==> config.mk <==
export PLATFORM = sky130hd
export DESIGN_NAME = flash_block_protect_decode
export DESIGN_NICKNAME = d
export VERILOG_FILES = /design/src/flash_protect_pkg.sv /design/src/flash_block_protect_decode.sv
export SDC_FILE = /design/constraint.sdc
export NUM_CORES = 1
export LEC_CHECK = 0
export ABC_AREA = 1
export BUFFER_PORTS_ARGS = -buffer_cell sky130_fd_sc_hd__buf_2
export CORE_ASPECT_RATIO = 1.4
export CORE_UTILIZATION = 45
export CTS_BUF_LIST = sky130_fd_sc_hd__clkbuf_16
export CTS_CLUSTER_SIZE = 8
export DETAILED_ROUTE_END_ITERATION = 16
export PLACE_DENSITY = 0.75
export SYNTH_ARGS = -nofsm -noshare
export SYNTH_HDL_FRONTEND = slang
export SYNTH_SLANG_ARGS = --single-unit
==> constraint.sdc <==
create_clock -name sys_clk_in -period 5 [get_ports sys_clk_in]
set_input_delay 0.75 -clock sys_clk_in [delete_from_list [all_inputs] [get_ports sys_clk_in]]
set_output_delay 0.75 -clock sys_clk_in [all_outputs]
set_load 0.01 [all_outputs]
==> src/flash_protect_pkg.sv <==
// constants and carriers for the block-protection decoder
// assumes a single 10 MHz system clock and synchronous reset
`default_nettype none
package flash_protect_pkg;
    localparam int unsigned CLK_HZ = 10_000_000;
    // register map of the plain register port
    localparam logic [3:0] ADDR_FUNC = 4'h0;
    localparam logic [3:0] ADDR_STATUS = 4'h1;
    localparam logic [3:0] ADDR_RANGE_LO = 4'h2;
    localparam logic [3:0] ADDR_RANGE_HI = 4'h3;
    localparam logic [3:0] ADDR_OP = 4'h4;
    // function register field positions
    localparam int unsigned FUNC_IRL_LSB = 4;
    localparam int unsigned FUNC_ERASE_SUSPENDED_FLAG_BIT = 3;
    localparam int unsigned FUNC_PROGRAM_SUSPENDED_FLAG_BIT = 2;
    localparam int unsigned FUNC_TBS_BIT = 1;
    localparam int unsigned FUNC_RSTDIS_BIT = 0;
    localparam logic [7:0] FUNC_RESET = 8'h00;
    // array geometry
    localparam int unsigned SMALL_BLOCKS = 2048;
    localparam int unsigned LARGE_BLOCKS = 512;
    localparam int unsigned SMALL_SHIFT = 16;
    localparam int unsigned LARGE_SHIFT = 18;
    localparam logic [3:0] CODE_NONE = 4'h0;
    localparam logic [3:0] CODE_ALL = 4'hf;

    typedef enum logic [1:0] {
        OP_NONE = 2'h0,
        OP_PROGRAM = 2'h1,
        OP_ERASE = 2'h3,
        OP_CHIP_ERASE = 2'h2
    } op_kind_t;

    typedef struct packed {
        logic [3:0] info_row_lock;
        logic erase_suspended_flag;
        logic program_suspended_flag;
        logic top_bottom_select;
        logic reset_pin_disable;
    } func_reg_t;

    typedef struct packed {
        logic valid;
        op_kind_t kind;
        logic [26:0] addr;
    } op_req_t;
endpackage : flash_protect_pkg
`default_nettype wire
==> src/flash_block_protect_decode.sv <==
// block-protection decoder, function register and operation gate
// assumes operation requests and suspend events come from logic on
// sys_clk_in; the protection code comes from the status register owner
//
// The plain strobed port and the placing of the registers were decided locally.
`default_nettype none
// Behaviour
// - 2048 blocks of 64 KB; code zero protects nothing
// - selector zero: codes 1..11 protect 2^(code-1) blocks up to 2047
// - selector one: same count, counted upward from block 0
// - codes 12,13,14 protect 1536,1792,1920 blocks, anchored by selector
// - code 15 protects all 2048 blocks regardless of selector
// - 256 KB variant: codes 1..9 protect 2^(code-1) of 512 blocks
// - 256 KB variant: codes 101x and 11xx protect all 512 blocks
// - function register bit layout and zero defaults, bit 0 by RESET_DISABLE_DEFAULT
// - decode variant fixed by product option, not runtime setting
// - program or erase to a protected block is inhibited
// - whole-chip erase ignored unless protection code is zero
// - selector once set to one never returns to zero (here sys_rst_in clears it to zero)
// - suspend flags set on suspend, clear on resume
module flash_block_protect_decode #(
    parameter bit LARGE_BLOCK_OPTION = 1'b0,
    parameter bit RESET_DISABLE_DEFAULT = 1'b0
) (
    // clock and reset
    input wire logic sys_clk_in,
    input wire logic sys_rst_in,
    // protection code from status register
    input wire logic [3:0] protect_code_in,
    // operation request and suspend events
    input var flash_protect_pkg::op_req_t op_req_in,
    input wire logic suspend_in,
    input wire logic resume_in,
    input wire logic erase_busy_in,
    input wire logic program_busy_in,
    // register port
    input wire logic [3:0] reg_addr_in,
    input wire logic [7:0] reg_wdata_in,
    input wire logic reg_wr_in,
    input wire logic reg_rd_in,
    output logic [7:0] reg_rdata_out,
    // results
    output logic op_accept_out,
    output logic op_inhibit_out,
    output logic [10:0] range_lo_out,
    output logic [10:0] range_hi_out,
    output logic range_none_out,
    output var flash_protect_pkg::func_reg_t func_out
);
    localparam int unsigned NBLK = LARGE_BLOCK_OPTION ?
        flash_protect_pkg::LARGE_BLOCKS : flash_protect_pkg::SMALL_BLOCKS;

    // protected block count for a code, per fixed variant
    function automatic logic [11:0] prot_count(input logic [3:0] code);
        logic [11:0] n;
        n = 12'h000;
        if (code == flash_protect_pkg::CODE_NONE) begin
            n = 12'h000;
        end else if (LARGE_BLOCK_OPTION) begin
            if (code >= 4'ha) begin
                n = 12'd512;
            end else begin
                n = 12'(12'h001 << (code - 4'h1));
            end
        end else begin
            unique case (code)
                4'hc: n = 12'd1536;
                4'hd: n = 12'd1792;
                4'he: n = 12'd1920;
                4'hf: n = 12'd2048;
                default: n = 12'(12'h001 << (code - 4'h1));
            endcase
        end
        return n;
    endfunction : prot_count

    // block index from upper address bits
    function automatic logic [10:0] block_of(input logic [26:0] a);
        logic [10:0] b;
        if (LARGE_BLOCK_OPTION) begin
            b = {2'b00, a[26:flash_protect_pkg::LARGE_SHIFT]};
        end else begin
            b = a[26:flash_protect_pkg::SMALL_SHIFT];
        end
        return b;
    endfunction : block_of

    flash_protect_pkg::func_reg_t func, next_func;
    logic [7:0] rdata, next_rdata;
    logic accept, next_accept;
    logic inhibit, next_inhibit;
    logic [10:0] lo, hi, next_lo, next_hi;
    logic none_r, next_none;
    logic [11:0] cnt;
    logic [10:0] blk;
    logic protected_hit;

    // range decode; top anchor unless selector set
    always_comb begin
        cnt = prot_count(protect_code_in);
        next_none = (cnt == 12'h000);
        if (next_none) begin
            next_lo = 11'h000;
            next_hi = 11'h000;
        end else if (func.top_bottom_select) begin
            next_lo = 11'h000;
            next_hi = 11'(cnt - 12'h001);
        end else begin
            next_lo = 11'(12'(NBLK) - cnt);
            next_hi = 11'(NBLK - 1);
        end
    end

    always_comb begin
        blk = block_of(op_req_in.addr);
        protected_hit = !next_none && blk >= next_lo && blk <= next_hi;
        next_accept = 1'b0;
        next_inhibit = 1'b0;
        if (op_req_in.valid) begin
            unique case (op_req_in.kind)
                flash_protect_pkg::OP_CHIP_ERASE: begin
                    next_accept = (protect_code_in ==
                        flash_protect_pkg::CODE_NONE);
                    next_inhibit = !next_accept;
                end
                flash_protect_pkg::OP_PROGRAM,
                flash_protect_pkg::OP_ERASE: begin
                    next_accept = !protected_hit;
                    next_inhibit = protected_hit;
                end
                flash_protect_pkg::OP_NONE: begin
                    next_accept = 1'b0;
                end
            endcase
        end
    end

    // function register: otp bits only move to one until sys_rst_in reloads FUNC_RESET, bit 0 from RESET_DISABLE_DEFAULT; suspend wins over resume
    always_comb begin
        next_func = func;
        if (reg_wr_in && reg_addr_in == flash_protect_pkg::ADDR_FUNC) begin
            next_func.info_row_lock = func.info_row_lock |
                reg_wdata_in[flash_protect_pkg::FUNC_IRL_LSB +: 4];
            next_func.top_bottom_select = func.top_bottom_select |
                reg_wdata_in[flash_protect_pkg::FUNC_TBS_BIT];
            next_func.reset_pin_disable = func.reset_pin_disable |
                reg_wdata_in[flash_protect_pkg::FUNC_RSTDIS_BIT];
        end
        if (resume_in) begin
            next_func.program_suspended_flag = 1'b0;
            next_func.erase_suspended_flag = 1'b0;
        end
        if (suspend_in && program_busy_in) begin
            next_func.program_suspended_flag = 1'b1;
        end
        if (suspend_in && erase_busy_in) begin
            next_func.erase_suspended_flag = 1'b1;
        end
    end

    always_comb begin
        next_rdata = 8'h00;
        if (reg_rd_in) begin
            unique case (reg_addr_in)
                flash_protect_pkg::ADDR_FUNC: next_rdata = func;
                flash_protect_pkg::ADDR_STATUS:
                    next_rdata = {4'h0, protect_code_in};
                flash_protect_pkg::ADDR_RANGE_LO: next_rdata = lo[7:0];
                flash_protect_pkg::ADDR_RANGE_HI:
                    next_rdata = {none_r, hi[10:8], 1'b0, lo[10:8]};
                flash_protect_pkg::ADDR_OP:
                    next_rdata = {6'h00, inhibit, accept};
                default: next_rdata = 8'h00;
            endcase
        end
    end

    always_ff @(posedge sys_clk_in) begin
        if (sys_rst_in) begin
            func <= flash_protect_pkg::FUNC_RESET;
            func.reset_pin_disable <= RESET_DISABLE_DEFAULT;
            rdata <= 8'h00;
            accept <= 1'b0;
            inhibit <= 1'b0;
            lo <= 11'h000;
            hi <= 11'h000;
            none_r <= 1'b1;
        end else begin
            func <= next_func;
            rdata <= next_rdata;
            accept <= next_accept;
            inhibit <= next_inhibit;
            lo <= next_lo;
            hi <= next_hi;
            none_r <= next_none;
        end
    end

    assign reg_rdata_out = rdata;
    assign op_accept_out = accept;
    assign op_inhibit_out = inhibit;
    assign range_lo_out = lo;
    assign range_hi_out = hi;
    assign range_none_out = none_r;
    assign func_out = func;

    property p_tbs_sticky;
        @(posedge sys_clk_in) disable iff (sys_rst_in)
        func.top_bottom_select |=> func.top_bottom_select;
    endproperty
    a_tbs_sticky: assert property (p_tbs_sticky)
        else $error("selector returned to zero");

    property p_chip_erase_gate;
        @(posedge sys_clk_in) disable iff (sys_rst_in)
        op_req_in.valid && op_req_in.kind == flash_protect_pkg::OP_CHIP_ERASE
        && protect_code_in != 4'h0 |=> inhibit && !accept;
    endproperty
    a_chip_erase_gate: assert property (p_chip_erase_gate)
        else $error("chip erase not refused");

    property p_code_zero;
        @(posedge sys_clk_in) disable iff (sys_rst_in)
        protect_code_in == 4'h0 |=> none_r;
    endproperty
    a_code_zero: assert property (p_code_zero)
        else $error("code zero protects blocks");

    property p_code_all;
        @(posedge sys_clk_in) disable iff (sys_rst_in)
        protect_code_in == 4'hf |=> lo == 11'h000 && hi == 11'(NBLK - 1);
    endproperty
    a_code_all: assert property (p_code_all)
        else $error("code fifteen not whole array");

    property p_top_end;
        @(posedge sys_clk_in) disable iff (sys_rst_in)
        protect_code_in != 4'h0 && !func.top_bottom_select
        |=> hi == 11'(NBLK - 1);
    endproperty
    a_top_end: assert property (p_top_end)
        else $error("top range not ending at last block");

    property p_bottom_start;
        @(posedge sys_clk_in) disable iff (sys_rst_in)
        func.top_bottom_select |=> lo == 11'h000;
    endproperty
    a_bottom_start: assert property (p_bottom_start)
        else $error("bottom range not starting at block zero");

    property p_inhibit_hit;
        @(posedge sys_clk_in) disable iff (sys_rst_in)
        op_req_in.valid && op_req_in.kind == flash_protect_pkg::OP_PROGRAM
        && protected_hit |=> (inhibit && !accept)
        ##1 (!inhibit || $past(op_req_in.valid));
    endproperty
    a_inhibit_hit: assert property (p_inhibit_hit)
        else $error("protected program not inhibited");

    property p_program_suspended_flag_set;
        @(posedge sys_clk_in) disable iff (sys_rst_in)
        suspend_in && program_busy_in |=> func.program_suspended_flag;
    endproperty
    a_program_suspended_flag_set: assert property (p_program_suspended_flag_set)
        else $error("program suspend flag not set");

    property p_sus_clear;
        @(posedge sys_clk_in) disable iff (sys_rst_in)
        resume_in && !suspend_in |=> !func.program_suspended_flag
            && !func.erase_suspended_flag;
    endproperty
    a_sus_clear: assert property (p_sus_clear)
        else $error("suspend flag not cleared on resume");

    c_chip_erase_ok: cover property (@(posedge sys_clk_in)
        accept && $past(op_req_in.kind) == flash_protect_pkg::OP_CHIP_ERASE);
    c_inhibit: cover property (@(posedge sys_clk_in) inhibit);
    c_bottom: cover property (@(posedge sys_clk_in)
        func.top_bottom_select && !none_r);
endmodule : flash_block_protect_decode
`default_nettype wire

# --- Yosys cells after proc, flatten, opt, wreduce, memory -nomap -nowiden ---
# Cells that the tools add are included.
classes:
  n_shift: 1
  reduce_logical: 17
  bitwise_logic: 5
  eq_ne: 11
  n_addsub: 3
  magnitude_cmp: 2
  mux: 12
ops:
  columns: ["operator", "n"]
  rows:
  - ["case mux 12 bit (4 select lines)", 1]
  - ["two-way mux 11 bit", 4]
  - ["case mux 8 bit (5 select lines)", 1]
  - ["== test 4 bit, second input constant", 4]
  - ["logical NOT 12 bit", 1]
  - ["two-way mux 12 bit", 1]
  - ["left shift 1 x 4 -> 12 bit, first input constant", 1]
  - ["greater-or-equal comparator 11 bit", 1]
  - ["less-or-equal comparator 11 bit", 1]
  - ["subtractor 1 x 11 -> 11 bit, first input constant", 1]
  - ["subtractor 11 x 1 -> 11 bit, second input constant", 1]
  - ["== test 4 x 2 -> 1 bit, second input constant", 2]
  - ["logical NOT 4 bit", 2]
  - ["OR reduction 2 bit", 3]
  - ["logical AND 1 bit", 5]
  - ["== test 2 bit, second input constant", 2]
  - ["== test 4 x 1 -> 1 bit, second input constant", 1]
  - ["== test 4 x 3 -> 1 bit, second input constant", 1]
  - ["bitwise OR 4 bit", 1]
  - ["nonzero test 2 bit", 2]
  - ["subtractor 4 x 1 -> 4 bit, second input constant", 1]
  - ["logical NOT 1 bit", 3]
  - ["case mux 1 bit (3 select lines)", 1]
  - ["== test 2 x 1 -> 1 bit, second input constant", 1]
  - ["6 further kinds", 9]
word_totals:
  regBits: 41
  input_bits: 54

# --- Longest topological paths before layout ---
depth:
  depth_word: 12
  ltp_mapped: 25
  mapped_depth_nobuf: 25

# --- Least setup slack after synthesis ---
# OpenSTA, ideal clock, no wires.
synth_path:
  path_type: "input to register"
  startpoint: "input protect_code_in[3]"
  endpoint: "register inhibit, in the netlist op_inhibit_out"
  setup_ps: 122
  arrival_ps: 2735
  setup_slack_ps: 2143
  path_buffers: 1
  path_stages: 20
  t_required_ps: 4878
  cell_sequence: "nor2_1 inv_1 nor2_1 inv_1 ha_1 o2111ai_2 buf_2 nand2_1 ha_1 nand2_1 inv_1 nand2_1 nor2_1 nand2_1 nand3_1 nand2_1 nand3_1 nand2_1 nand2_1 nor2_1"
synth_via:
  elab_chain_cells: 11
  word_cells_on_any_way: 23
  cone_classes: "add/sub: 3; order compare: 2; eq/ne: 4; shift: 1; mux: 7; reduce/logical: 6"
synth_lines:
  columns: ["element", "line_no", "source"]
  rows:
  - ["from (decl)", "flash_block_protect_decode.sv:29", "input wire logic [3:0] protect_code_in,"]
  - ["subtractor 4 x 1 -> 4 bit", "flash_block_protect_decode.sv:71", "default: n = 12'(12'h001 << (code - 4'h1));"]
  - ["left shift 1 x 4 -> 12 bit", "flash_block_protect_decode.sv:71", null]
  - ["case mux 12 bit (4 select lines)", "flash_block_protect_decode.sv:66", "unique case (code)"]
  - ["two-way mux 12 bit", "flash_block_protect_decode.sv:57", "if (code == flash_protect_pkg::CODE_NONE) begin"]
  - ["subtractor 1 x 11 -> 11 bit", "flash_block_protect_decode.sv:109", "next_lo = 11'(12'(NBLK) - cnt);"]
  - ["two-way mux 11 bit", "flash_block_protect_decode.sv:105", "end else if (func.top_bottom_select) begin"]
  - ["two-way mux 11 bit", "flash_block_protect_decode.sv:102", "if (next_none) begin"]
  - ["greater-or-equal comparator 11 bit", "flash_block_protect_decode.sv:116", "protected_hit = !next_none && blk >= next_lo && blk <= next_hi;"]
  - ["logical AND 1 bit (2 in a row)", "flash_block_protect_decode.sv:116", null]
  - ["case mux 1 bit (2 select lines) (*)", "flash_block_protect_decode.sv:120", "unique case (op_req_in.kind)"]
  - ["to (signal assigned)", "flash_block_protect_decode.sv:192", "inhibit <= next_inhibit;"]
  - ["to (decl)", "flash_block_protect_decode.sv:91", "logic inhibit, next_inhibit;"]
# Every way passes the cells marked *; elsewhere a longest branch is shown, timed or not.
# A chain may end at the register's enable or synchronous reset.

# --- Worst setup path after layout ---
layout_path:
  startpoint: "input protect_code_in[0]"
  endpoint: "register inhibit, in the netlist op_inhibit_out"
# Same word-level chain as after synthesis.

==> summary.md <==
The logs give 2380 µm² for the cell area after synthesis and 54.0% for the worst slew slack as a fraction of its limit. The number of DRC violations after detailed-routing iteration 0 was 147. Routability-driven placement finished with a final weighted congestion of 0.920. The boundary pin count came out at 95. The run gives 0.122 mV as the maximum resistive drop on vdd. The largest individual stage delay along the critical path comes from the cell sky130_fd_sc_hd__o2111ai_2. The run finished with clean final reports. The run gives 0 as the number of setup violations in the final report.

Setup repair after global routing left no endpoint under its margin. The minimum clock period after layout works out to 3490 ps. The number of antenna diodes in the final layout is 0. For the worst-skew pair later-pin latency, the log shows 280 ps. The global-route layer with the greatest usage is met2. The number of antenna violations at the first check in global routing was 0. The critical path in this run is classified as in2reg.

The sequential-to-total area share from yosys stat is 34.4%. Counting the fill cells in the layout gives 521. The startpoint identified for the worst register-to-register timing path is func_out[1]. The count of nets left with antenna violations once routing finished came out at 0. In the final timing run, aggregate negative setup slack is 0 ps.

The Yosys step of the flow raised 0 warnings. The tools report the minimum setup slack in the final design as 1510 ps. The logs give 435 for the net count after synthesis and 46.6% for the initial cell density of the core. Count of buffers inserted at the top-level ports: 76. In the global route stage, met3 resource usage came out at 3.65%. STA puts the critical path data arrival time at 3710 ps. The floorplan step set the die width to 63.5 µm. The placeable core region was 5120 µm². Counting flops and latches in the post-synthesis netlist gives 41.

After clock tree synthesis, the setup repair step added 0 buffers. In this run the worst path has a maximum fanout of 15. For this run, the top clock speed supported by timing is 287 MHz. Row generation in the floorplan step produced 31 rows. The hold violation total from the final report was 0. Buffers inserted to repair hold after CTS numbered 0. In the routed design, unresolved DRC markers number 0. The tightest min-delay check is of the reg2reg type. For the pin with the worst max-slew slack, the measured transition is 691 ps.

The worst hold path begins at func_out[7]. The layout cell share with drive strength beyond 1 is 21.6%, and the largest clock skew in the final design is 2.73 ps. For the die footprint, the log shows 5600 µm². Among the stages of the critical path, the cell type that occurs most often is sky130_fd_sc_hd__nand2_1. The total overflow left after global routing is 0. For this run, the slowest stage of the critical path takes 410 ps. Across all layers, the routed design uses 2,471 vias. The worst endpoint required time was 5220 ps. The run gives 934 µW as the total power. Post-CTS repair changed the size of 0 cells. The clock passes through at most 2 buffers. The power per cell area is 309 nW/µm². For the total length of routed wires, the log shows 6160 µm. TritonCTS built the clock tree. The overall track demand over capacity in global routing was 23.0%; the final net count was 513. Before antenna repair, the detailed router went through 4 iterations. Detailed placement finished with a half-perimeter wire length of 5000 µm. The overall die height came out at 88.1 µm. Entering global routing, the biggest net connects 30 pins. Averaged over all synthesized cells, the footprint is 6.68 µm². The tools report the endpoint class of the critical path as a register.

Once placement finished, the instance area stood at 2830 µm². The number of cells produced by synthesis is 357. The setup slack after placement is 1240 ps. In the finished design, the share of the clock period the worst path needs comes to 69.8%. After detailed routing, the average wire length per cell comes to 12.3 µm. The routed via count divided by cell count is 4.92, and the signed area change from the synthesized netlist to the final layout is 26.7%. For this run, global-route usage on met2 was measured as 43.3%.

The number of clock sinks is 41. The H-tree depth is 2, and the max-capacitance violation count is 0. For met1 alone, demand over resource in global routing was 25.0%. The netlist uses 28 different library cells. The number of global-route vias before repair came out at 2,248.

Post-route standard cell area excluding fillers: 3020 µm². The critical path goes through buf_2 > inv_1 > nor2_1 > inv_1 > nor2_1 > inv_1 > ha_1 > o2111ai_2 > nand2_1 > inv_1 > a31oi_1 > ha_1 > nand2_1 > inv_1 > nand2_1 > nor2_1 > nand2_1 > nand3_1 > nand2_1 > nand3_1 > nand2_1 > nand2_1 > nor2_1. The number of clock buffers added by TritonCTS is 5.

For this design the static power due to leakage is 0.00168 µW. Number of max-slew violations in the final report: 0. The critical path launch point is protect_code_in[0]. The clock transition at the registers of the reported paths is 60 ps, and the global-route wire length before repair is 10000 µm. The tools report the library cell used as clock root buffer as sky130_fd_sc_hd__clkbuf_16.

The worst setup path is launched from a primary input.
==> final cells by class <==
| type | count | area, µm² | share of cell area [%] |
|---|---|---|---|
| clock buffer | 5 | 125 | 4.14 |
| clock inverter | 3 | 68.8 | 2.28 |
| inverter | 52 | 195 | 6.46 |
| multi-input combinational | 259 | 1350 | 44.6 |
| sequential | 41 | 821 | 27.2 |
| tap | 66 | 82.6 | 2.73 |
| timing repair buffer | 76 | 380 | 12.6 |
==> cells in the mapped netlist <==
cell                        instances  area (µm²)
sky130_fd_sc_hd__a211oi_1           2        15.0
sky130_fd_sc_hd__a21oi_1           18        90.1
sky130_fd_sc_hd__a31oi_1            1        6.26
sky130_fd_sc_hd__a41oi_1            1        8.76
sky130_fd_sc_hd__buf_2              1        5.00
sky130_fd_sc_hd__clkbuf_1           4        15.0
sky130_fd_sc_hd__dfxtp_1           41         821
sky130_fd_sc_hd__ha_1              24         300
sky130_fd_sc_hd__inv_1             51         191
sky130_fd_sc_hd__inv_2              1        3.75
sky130_fd_sc_hd__nand2_1          109         409
sky130_fd_sc_hd__nand2_2            1        6.26
sky130_fd_sc_hd__nand2_4            1        11.3
sky130_fd_sc_hd__nand3_1           16        80.1
sky130_fd_sc_hd__nand3_2            1        10.0
sky130_fd_sc_hd__nand3b_1           2        15.0
sky130_fd_sc_hd__nand4_1            1        6.26
sky130_fd_sc_hd__nor2_1            55         206
sky130_fd_sc_hd__nor2_2             2        12.5
sky130_fd_sc_hd__nor3_1             2        10.0
sky130_fd_sc_hd__nor3b_2            1        12.5
sky130_fd_sc_hd__o2111ai_2          1        15.0
sky130_fd_sc_hd__o211ai_1           6        45.0
sky130_fd_sc_hd__o21ai_0            9        45.0
sky130_fd_sc_hd__o21ai_1            1        5.00
sky130_fd_sc_hd__o21ai_2            2        17.5
sky130_fd_sc_hd__o22ai_1            2        12.5
sky130_fd_sc_hd__xor2_1             1        8.76
==> path summary, 6_finish.rpt <==
path	slack, ps	end	depth (start not counted)
setup / recovery	1510	op_inhibit_out	23
hold / removal	480	func_out[7]	2
setup reg to reg	2500	op_inhibit_out	16
hold reg to reg	480	func_out[7]	2
==> per-layer routing <==
| layer | vias up | share of wire (%) | wire length, µm |
|---|---|---|---|
| li1 | 1280 | - | - |
| met1 | 1093 | 40 | 2460 |
| met2 | 82 | 53 | 3260 |
| met3 | 16 | 4.0 | 249 |
| met4 | 0 | 2.9 | 178 |
| met5 | - | 0 | 0 |
==> stage by stage <==
stage | util [%] | instances | hold slack [ps]
2_1_floorplan | - | 357 | 494
3_3_place_gp | 55.2 | 494 | 464
3_5_place_dp | 55.2 | 494 | 469
4_1_cts | 59.0 | 502 | 478
5_1_grt | 59.0 | 502 | 501
6_report | 59.0 | 502 | 476
==> state kept, by name (all words and copies together) (netlist names) <==
signal and cells:
range_hi_out 11, range_lo_out 11, func_out 8, reg_rdata_out 8, op_accept_out 1, op_inhibit_out 1, range_none_out 1
==> critical path, delay by kind of cell <==
| kind | cells | cell delay, ps |
|---|---|---|
| buf+inv | 6 | 630 |
| fa+ha+maj | 2 | 590 |
| simple gates | 13 | 1010 |
| compound gates | 2 | 700 |
==> power by group <==
part	switching, µW	internal [µW]	total [µW]
clock	133	288	420
combinational	102	62.0	164
sequential	7.20	343	350
==> cells in the final DEF (no fill, tap or decap) <==
master and n:
sky130_fd_sc_hd__ha_1 24, sky130_fd_sc_hd__nand3_2 1, sky130_fd_sc_hd__o211ai_1 6, sky130_fd_sc_hd__nand2_2 1, sky130_fd_sc_hd__inv_1 51, sky130_fd_sc_hd__nor3_1 2, sky130_fd_sc_hd__nand3_1 16, sky130_fd_sc_hd__nor2_1 55
sky130_fd_sc_hd__clkbuf_16 5, sky130_fd_sc_hd__a31oi_1 1, sky130_fd_sc_hd__a211oi_1 2, sky130_fd_sc_hd__dfxtp_1 41, sky130_fd_sc_hd__inv_6 1, sky130_fd_sc_hd__a41oi_1 1, sky130_fd_sc_hd__xor2_1 1, sky130_fd_sc_hd__o21ai_2 2
sky130_fd_sc_hd__nand4_1 1, sky130_fd_sc_hd__o22ai_1 2, sky130_fd_sc_hd__a21oi_1 18, sky130_fd_sc_hd__buf_2 76, sky130_fd_sc_hd__nor2_2 2, sky130_fd_sc_hd__nand2_4 1, sky130_fd_sc_hd__inv_2 1, sky130_fd_sc_hd__nand3b_1 2
sky130_fd_sc_hd__nand2_1 109, sky130_fd_sc_hd__nor3b_2 1, sky130_fd_sc_hd__o21ai_1 1, sky130_fd_sc_hd__bufinv_16 2, sky130_fd_sc_hd__o2111ai_2 1, sky130_fd_sc_hd__o21ai_0 9
==> cell families (layout without fill, tap and decap cells) <==
family                     count (synthesis)  after routing  synth area share, %
xor gates and xnor gates                   1              1                0.367
adders and majority gates                 24             24                 12.6
and+or+nand+nor                          191            191                 32.7
AOI/OAI and AO/OA                         43             43                 10.9
buffers and inverters                     57            136                 9.02
DFF                                       41             41                 34.4
(Power assumes the default switching activity.)
